--- src/sat_pkg.sv ---
package sat_pkg;

    // ----------------------------------------------------------------
    // Sizes
    // ----------------------------------------------------------------
    localparam int SAT_SETS = 4;
    localparam int SAT_PINS = 8;
    localparam int SAT_CODE_W = 4;
    localparam int SAT_ACT_W = 5;
    localparam int SAT_ACT_TYPES = 24;
    localparam int SAT_TMR_W = 32;
    localparam int SAT_PIN_FILL = 3;

    // ----------------------------------------------------------------
    // Activation factor codes
    // ----------------------------------------------------------------
    localparam logic [3:0] SAT_NO_TRIGGER_CODE = 4'h0;
    localparam logic [3:0] SAT_CODE_CMP_TRUE = 4'h1;
    localparam logic [3:0] SAT_CODE_TIMER_UP = 4'h2;
    localparam logic [3:0] SAT_CODE_DRV_START = 4'h3;
    localparam logic [3:0] SAT_CODE_CONST_START = 4'h4;
    localparam logic [3:0] SAT_CODE_CONST_END = 4'h5;
    localparam logic [3:0] SAT_CODE_DRV_END = 4'h6;
    localparam logic [3:0] SAT_CODE_SPLIT_START = 4'h7;
    localparam logic [3:0] SAT_CODE_SPLIT_END = 4'h8;
    localparam logic [3:0] SAT_CODE_SPLIT_PULSE = 4'h9;
    localparam logic [3:0] SAT_CODE_PIN_RISE = 4'ha;
    localparam logic [3:0] SAT_CODE_PIN_FALL = 4'hb;
    localparam logic [3:0] SAT_CODE_LOW_RISE = 4'hc;
    localparam logic [3:0] SAT_CODE_HIGH_RISE = 4'hd;
    localparam logic [3:0] SAT_CODE_LOW_FALL = 4'he;
    localparam logic [3:0] SAT_CODE_HIGH_FALL = 4'hf;

    // ----------------------------------------------------------------
    // Reset values
    // ----------------------------------------------------------------
    localparam logic [7:0] SAT_PIN_RST = 8'h00;
    localparam logic [3:0] SAT_SET_RST = 4'h0;
    localparam logic [4:0] SAT_ACT_RST = 5'h00;
    localparam logic [31:0] SAT_TMR_RST = 32'h00000000;
    localparam logic [SAT_PIN_FILL-1:0] SAT_FILL_RST = 3'h0;

    // Timer states
    typedef enum logic [1:0] {
        SAT_TMR_IDLE = 2'b01,
        SAT_TMR_RUN = 2'b10
    } sat_tmr_state_t;

endpackage

--- src/sat_timer.sv ---
`timescale 1ns/1ps
`default_nettype none

module sat_timer
    import sat_pkg::*;
#(
    parameter int TMR_W = SAT_TMR_W
)
(
    input wire logic clk_sys,
    input wire logic nrst,
    input wire logic timerStart,
    input wire logic [TMR_W-1:0] timerValue,
    output logic timerExpired,
    output logic timerRunning
);

    typedef struct packed {
        sat_tmr_state_t state;
        logic [TMR_W-1:0] count;
        logic expired;
    } sat_tmr_t;

    sat_tmr_t st_reg;
    sat_tmr_t st_next;

    // Countdown; a restart while running reloads the count
    always_comb
    begin
        st_next = st_reg;
        st_next.expired = 1'b0;
        case (st_reg.state)
            SAT_TMR_IDLE:
            begin
                if (timerStart)
                begin
                    st_next.count = timerValue;
                    st_next.state = SAT_TMR_RUN;
                end
            end
            SAT_TMR_RUN:
            begin
                if (timerStart)
                begin
                    st_next.count = timerValue;
                end
                else if (st_reg.count <= TMR_W'(1))
                begin
                    st_next.count = '0;
                    st_next.expired = 1'b1;
                    st_next.state = SAT_TMR_IDLE;
                end
                else
                begin
                    st_next.count = st_reg.count - TMR_W'(1);
                end
            end
            default:
            begin
                st_next.state = SAT_TMR_IDLE;
            end
        endcase
    end

    // State register
    always_ff @(posedge clk_sys or negedge nrst)
    begin
        if (!nrst)
        begin
            st_reg.state <= SAT_TMR_IDLE;
            st_reg.count <= TMR_W'(SAT_TMR_RST);
            st_reg.expired <= 1'b0;
        end
        else
        begin
            st_reg <= st_next;
        end
    end

    assign timerExpired = st_reg.expired;
    assign timerRunning = (st_reg.state == SAT_TMR_RUN);

endmodule

`default_nettype wire

--- src/sat_trigger_select.sv ---
`timescale 1ns/1ps
`default_nettype none

// Behaviour
// - Four independent action sets per axis
// - Chosen factor fires its action at once
// - Other sets or axes may activate sets
// - One software code selects each factor
// - Twenty-four action types forwarded with fire
// - Code 1: compare register turns true
// - Code 2: internal timer expires
// - Codes 3-6: drive start, const in/out, end
// - Codes 7-9: split start, end, each pulse
// - Code A: pin m rises
// - Code C: pin m+4 low, pin m rises
// - Code D: pin m+4 high, pin m rises
// - Code E: pin m+4 low, pin m falls
// - Code F: pin m+4 high, pin m falls
// - Code 0: never self-triggers
// - Already-true compare waits for new true
// - Already-post-edge pin waits for fresh edge
// - Timer started by command or set
// - Repeat split fires per valid pulse
module sat_trigger_select
    import sat_pkg::*;
#(
    parameter int SETS = SAT_SETS,
    parameter int TMR_W = SAT_TMR_W
)
(
    input wire logic clk_sys,
    input wire logic nrst,
    input wire logic [SETS-1:0] setEnable,
    input wire logic [SETS*SAT_CODE_W-1:0] factorCode,
    input wire logic [SETS*SAT_ACT_W-1:0] actionCode,
    input wire logic [SETS-1:0] multiPurposeCompareTrue,
    input wire logic [SETS-1:0] otherActivate,
    input wire logic timerStartCmd,
    input wire logic timerStartBySet,
    input wire logic [TMR_W-1:0] timerValue,
    input wire logic driveStart,
    input wire logic constSpeedStart,
    input wire logic constSpeedEnd,
    input wire logic driveEnd,
    input wire logic splitStart,
    input wire logic splitEnd,
    input wire logic splitPulseLevel,
    input wire logic splitValidHigh,
    input wire logic splitRepeat,
    input wire logic [SAT_PINS-1:0] generalIoPin,
    output logic [SETS-1:0] actionFire,
    output logic [SETS*SAT_ACT_W-1:0] actionSelect,
    output logic timerRunning
);

    // ----------------------------------------------------------------
    // State
    // ----------------------------------------------------------------
    typedef struct packed {
        logic [SAT_PINS-1:0] pinMeta;
        logic [SAT_PINS-1:0] pinSync;
        logic [SAT_PINS-1:0] pinPrev;
        logic [SAT_PIN_FILL-1:0] pinFill;
        logic [SETS-1:0] cmpPrev;
        logic [SETS-1:0] enPrev;
        logic splitPrev;
        logic splitSeen;
        logic [SETS-1:0] fire;
        logic [SETS*SAT_ACT_W-1:0] act;
    } sat_state_t;

    sat_state_t st_reg;
    sat_state_t st_next;
    logic timerExpired;
    logic [SETS-1:0] hit;
    logic splitValidEdge;
    logic pinLive;

    // ----------------------------------------------------------------
    // Internal timer
    // ----------------------------------------------------------------
    sat_timer #(
        .TMR_W(TMR_W)
    ) u_timer (
        .clk_sys(clk_sys),
        .nrst(nrst),
        .timerStart(timerStartCmd | timerStartBySet),
        .timerValue(timerValue),
        .timerExpired(timerExpired),
        .timerRunning(timerRunning)
    );

    // ----------------------------------------------------------------
    // Split pulse and pin qualifiers
    // ----------------------------------------------------------------
    // Split pulse reaching its valid level, gated by repeat
    assign splitValidEdge = (splitPulseLevel == splitValidHigh)
        && (st_reg.splitPrev != splitValidHigh)
        && (splitRepeat || !st_reg.splitSeen);

    // No pin edge is trusted before three samples follow reset
    assign pinLive = st_reg.pinFill[SAT_PIN_FILL-1];

    // ----------------------------------------------------------------
    // Per-set factor decode
    // ----------------------------------------------------------------
    genvar m;
    generate
        for (m = 0; m < SETS; m++)
        begin : g_set
            logic [3:0] code;
            logic rise;
            logic fall;
            logic qual;
            logic cmpRise;
            logic armed;
            logic sel;
            assign code = factorCode[m*SAT_CODE_W +: SAT_CODE_W];
            // Edges come from the synced sample against its last; a pin
            // change reaches the fire flop on the third clock
            assign rise = pinLive && st_reg.pinSync[m]
                && !st_reg.pinPrev[m];
            assign fall = pinLive && !st_reg.pinSync[m]
                && st_reg.pinPrev[m];
            assign qual = st_reg.pinSync[m+4];
            assign cmpRise = multiPurposeCompareTrue[m]
                && !st_reg.cmpPrev[m];
            // Set must have been enabled already before the edge
            assign armed = setEnable[m] && st_reg.enPrev[m];

            // Factor selection
            always_comb
            begin
                sel = 1'b0;
                case (code)
                    SAT_NO_TRIGGER_CODE: sel = 1'b0;
                    SAT_CODE_CMP_TRUE: sel = cmpRise;
                    SAT_CODE_TIMER_UP: sel = timerExpired;
                    SAT_CODE_DRV_START: sel = driveStart;
                    SAT_CODE_CONST_START: sel = constSpeedStart;
                    SAT_CODE_CONST_END: sel = constSpeedEnd;
                    SAT_CODE_DRV_END: sel = driveEnd;
                    SAT_CODE_SPLIT_START: sel = splitStart;
                    SAT_CODE_SPLIT_END: sel = splitEnd;
                    SAT_CODE_SPLIT_PULSE: sel = splitValidEdge;
                    SAT_CODE_PIN_RISE: sel = rise;
                    SAT_CODE_PIN_FALL: sel = fall;
                    SAT_CODE_LOW_RISE: sel = rise && !qual;
                    SAT_CODE_HIGH_RISE: sel = rise && qual;
                    SAT_CODE_LOW_FALL: sel = fall && !qual;
                    SAT_CODE_HIGH_FALL: sel = fall && qual;
                    default: sel = 1'b0;
                endcase
            end

            // Each set decides alone; others may start it
            assign hit[m] = (armed && sel) || otherActivate[m];
        end
    endgenerate

    // ----------------------------------------------------------------
    // Next state
    // ----------------------------------------------------------------
    always_comb
    begin
        st_next = st_reg;
        // Two-flop synchroniser, then last-sample store
        st_next.pinMeta = generalIoPin;
        st_next.pinSync = st_reg.pinMeta;
        st_next.pinPrev = st_reg.pinSync;
        // Edges stay blind until the pin pipeline holds real samples
        st_next.pinFill = {st_reg.pinFill[SAT_PIN_FILL-2:0], 1'b1};
        // Last compare, enable and split levels for the edge tests
        st_next.cmpPrev = multiPurposeCompareTrue;
        st_next.enPrev = setEnable;
        st_next.splitPrev = splitPulseLevel;
        // A pulse that passes the repeat gate in the same cycle as a start counts as the first
        if (splitValidEdge)
        begin
            st_next.splitSeen = 1'b1;
        end
        else if (splitStart)
        begin
            st_next.splitSeen = 1'b0;
        end
        // Fire pulse with the action that goes with it
        st_next.fire = hit;
        st_next.act = actionCode;
    end

    // ----------------------------------------------------------------
    // Registers
    // ----------------------------------------------------------------
    always_ff @(posedge clk_sys or negedge nrst)
    begin
        if (!nrst)
        begin
            st_reg.pinMeta <= SAT_PIN_RST;
            st_reg.pinSync <= SAT_PIN_RST;
            st_reg.pinPrev <= SAT_PIN_RST;
            st_reg.pinFill <= SAT_FILL_RST;
            st_reg.cmpPrev <= SETS'(SAT_SET_RST);
            st_reg.enPrev <= SETS'(SAT_SET_RST);
            st_reg.splitPrev <= 1'b0;
            st_reg.splitSeen <= 1'b0;
            st_reg.fire <= SETS'(SAT_SET_RST);
            st_reg.act <= {SETS{SAT_ACT_RST}};
        end
        else
        begin
            st_reg <= st_next;
        end
    end

    // ----------------------------------------------------------------
    // Outputs
    // ----------------------------------------------------------------
    // Fire and action leave straight from flip-flops
    assign actionFire = st_reg.fire;
    assign actionSelect = st_reg.act;

endmodule

`default_nettype wire

--- config.mk ---
export PLATFORM = sky130hd
export DESIGN_NAME = sat_trigger_select
export DESIGN_NICKNAME = d
export VERILOG_FILES = /design/src/sat_pkg.sv /design/src/sat_timer.sv /design/src/sat_trigger_select.sv
export SDC_FILE = /design/constraint.sdc
export NUM_CORES = 1
export LEC_CHECK = 0
export BUFFER_PORTS_ARGS = -buffer_cell sky130_fd_sc_hd__buf_2
export CAP_MARGIN = 20
export CORE_MARGIN = 2
export CORE_UTILIZATION = 47
export DETAILED_ROUTE_END_ITERATION = 10
export PLACE_DENSITY = 0.87
export SLEW_MARGIN = 10
export SYNTH_ARGS = -nofsm -noshare
export SYNTH_HDL_FRONTEND = slang
export SYNTH_SLANG_ARGS = --single-unit
export TNS_END_PERCENT = 100
--- constraint.sdc ---
create_clock -name clk_sys -period 2.25 [get_ports clk_sys]
set_input_delay 0.1125 -clock clk_sys [delete_from_list [all_inputs] [get_ports clk_sys]]
set_output_delay 0.1125 -clock clk_sys [all_outputs]
set_load 0.005 [all_outputs]
==> impl_metrics.ini <==
[setup_path]
crit_path_start_kind = register
path_buf_inv = 3
cp-end-kind = register
worstSetupPathType = register to register
critPathRequiredTime_ns = 2.51
worstPathArrival_ns = 2.66
critical_path.top_delay_family = simple AND/OR/NAND/NOR gates
crit_chain = or3_4, or3_4, buf_6, o41ai_4, buf_6, buf_12, nor3_2, nand3b_1
critPathSlowestCell = o41ai_4
critPathMaxFanout = 8
slowest_delay_ns = 0.49

[clocking]
clockBufferDepth = 2
cts.sinks = 92
root_buffer = clkbuf_8
h-tree-depth = 3
insertion_delay_ns = 0.37
clkSlewWorstSetupHoldPaths_ns = 0.10
tritoncts = built
cts_buffers = 9

[routing]
via_per_inst = 5.75
avgRoutedWirePerCell_um = 16.8
routed-wl-met3_um = 992
wl_met2_um = 6510
drc = 0
drt-initial-drc-count = 220
vias = 4509
wl_um = 13100
dr.pass1.iters = 5
routed.top_layer = met4
antenna_left = 0
wl_met1_um = 5240

[yosys]
synth_xor_area_frac = 0.0135
syn_nets = 553
syn_area_per_cell_um2 = 10.1
ys_async_sr_fraction = 1.00
synth-main-ff-cell = dfrtp_1
synth_edf_count = 0
synth_compound_area_frac = 0.185
synth_top_family_by_area = simple AND/OR/NAND/NOR gates
synth_seq_cells = 92
yosys_warnings = 0
netlist_instances = 450
synthesis.area_um2 = 4540
synthMuxAreaShare = 0.0240
synthAdderAreaFrac = 0.00551
synth-simple-area-share = 0.189
synth_seq_area_share = 0.508
ys_types = 62

[floorplanning]
core-area_um2 = 9280
die-area_um2 = 10500
rows = 35
chipHeight_um = 102
io_pins = 126
initial_core_util = 0.489
die_x_um = 102

[layout]
largest_reg_flops = 34
syn_to_final_growth_pct = 41.1
antenna-diode-count = 0
drive_gt1_frac = 0.371
final_nets = 753
fin_util = 0.690

[timing]
finClkSkew_ns = 0.0114
worst_pin_slew_ns = 0.616
max_slew_margin = 0.590
fmax_ghz = 0.416
worst_slack_ns = -0.151
slew_violations = 0
final-hold-violation-count = 0
fin_crit_ns = 2.40
worst_hold_slack_ns = 0.00882
finalCritPeriodShare = 1.07
setup-violations-final = 29
rsz0062_at_grt = true

[power_and_ir_drop]
p_per_area_nw_per_um2 = 963
p_leak_nw = 2.89
peakVddDrop_uv = 668

[grt]
gr-total-overflow = 0
grt_max_degree = 49
antenna_found_initial = 0
grt_pass1_wl_um = 20800
grtUsageTotal = 0.253
grt_pass1_vias = 4508

[placed_design]
dp.final_hpwl_um = 8680
gp_routability_congestion = 0.900
io_buffer_count = 125

[run_status]
violations = negative setup slack
outcome = finished, violations left

[job]
max-cap-violations = 0

[worst_hold_path]
hold_path_class = primary input to register
==> per-stage QoR <==
stage	setup slack, ns	cells	total power, mW	setup TNS [ns]	cell area [um^2]
final	-0.151	784	6.16	-2.44	6400
after global routing	-0.217	784	6.54	-4.05	6400
after CTS	-0.0818	778	5.95	-0.742	6300
after detailed placement	-0.212	706	4.60	-2.57	5450
after global placement	-0.113	706	4.48	-0.881	5450
after floorplan	-0.231	450	3.64	-1.91	4560
==> per-layer routing <==
layer / vias up / GRT usage
li1: 2045 / -
met1: 2168 / 0.306
met2: 251 / 0.436
met3: 45 / 0.0513
met4: 0 / 0.117
met5: - / 0
==> cell type report <==
cell class                 instances  area (um^2)
fill                             685         2880
clock inverter                     6         55.1
clock buffer                      10          138
timing repair buffer             235         1620
sequential                        92         2300
inverter                          19         71.3
tap                              129          161
multi-input combinational        293         2050
==> power breakdown <==
group          internal (mW)  total (mW)  switching (mW)
Sequential              2.01        2.31           0.299
Clock                  0.456        1.11           0.651
Combinational           1.32        2.74            1.42
Total                   3.79        6.16            2.37
==> worst min-delay path: stages <==
cell,delay [ns]
buf_2,0.08
a22oi_1,0.06
o21ai_0,0.08
==> cells in the mapped netlist (all sizes together), types with 6 or more instances <==
cell    count  area share
o211ai     12       0.020
a31oi       7      0.0096
a22oi       8       0.013
nand2      29       0.024
nand4      12       0.017
inv        19       0.016
dfrtp      91        0.50
nand3      19       0.021
a21o        6      0.0099
and3        6      0.0083
buf        29       0.045
nor3       11       0.012
nor2       16       0.013
nor4        8       0.011
or3        11       0.015
nand2b     10       0.014
or4        11       0.018
o21ai      27       0.030
a21oi      25       0.028
clkbuf     17       0.014
==> path summary, 6_finish.rpt <==
| kind | startpoint | end | slack [ns] | cells after the start |
|---|---|---|---|---|
| min in group asynchronous | nrst | actionFire[1] | 0.29 | 2 |
| worst min register to register | st_next[47] | st_next[39] | 0.35 | 0 |
| max in group asynchronous | nrst | u_timer.st_reg[33] | 1.23 | 3 |
| worst max register to register | u_timer.st_reg[14] | u_timer.st_reg[27] | -0.15 | 8 |
| worst max-delay path | u_timer.st_reg[14] | u_timer.st_reg[27] | -0.15 | 8 |
| worst min-delay path | timerValue[14] | u_timer.st_reg[15] | 0.009 | 3 |
==> cell families after synthesis <==
family / after synthesis
other: 1
muxes: 7
and+or+nand+nor: 153
DFF: 92
AOI/OAI and AO/OA: 123
buffers and inverters: 65
adders and majority gates: 2
xor gates and xnor gates: 7
==> timing repair <==
| item | 4_1_cts | 5_1_grt |
|---|---|---|
| endpoints found under the setup margin | 28 | 31 |
| hold endpoints to repair | 97 | 0 |
| buffers inserted | 5 | 6 |
| hold buffers | 51 | 0 |
| gates cloned | 1 | 0 |
| resized for setup | 30 | 11 |
| pin swaps | 20 | 6 |
==> layout by cell type (no fill, tap or decap), types with 5 or more instances in the layout <==
cell type	count
nand4_1	12
xnor2_1	5
nand3b_1	5
nand2_1	29
nand2b_1	10
nor2_1	15
nand3_1	19
clkbuf_8	10
a21o_1	6
or4_1	7
and3_1	6
a21oi_1	25
dlygate4sd3_1	51
buf_6	5
buf_2	125
a22oi_1	8
a31oi_1	7
or3_1	7
inv_1	17
o21ai_0	19
nor4_1	5
nor3_1	8
buf_4	52
dfrtp_1	91
o211ai_1	12
No activity file was read; power rests on OpenSTA's default activity.
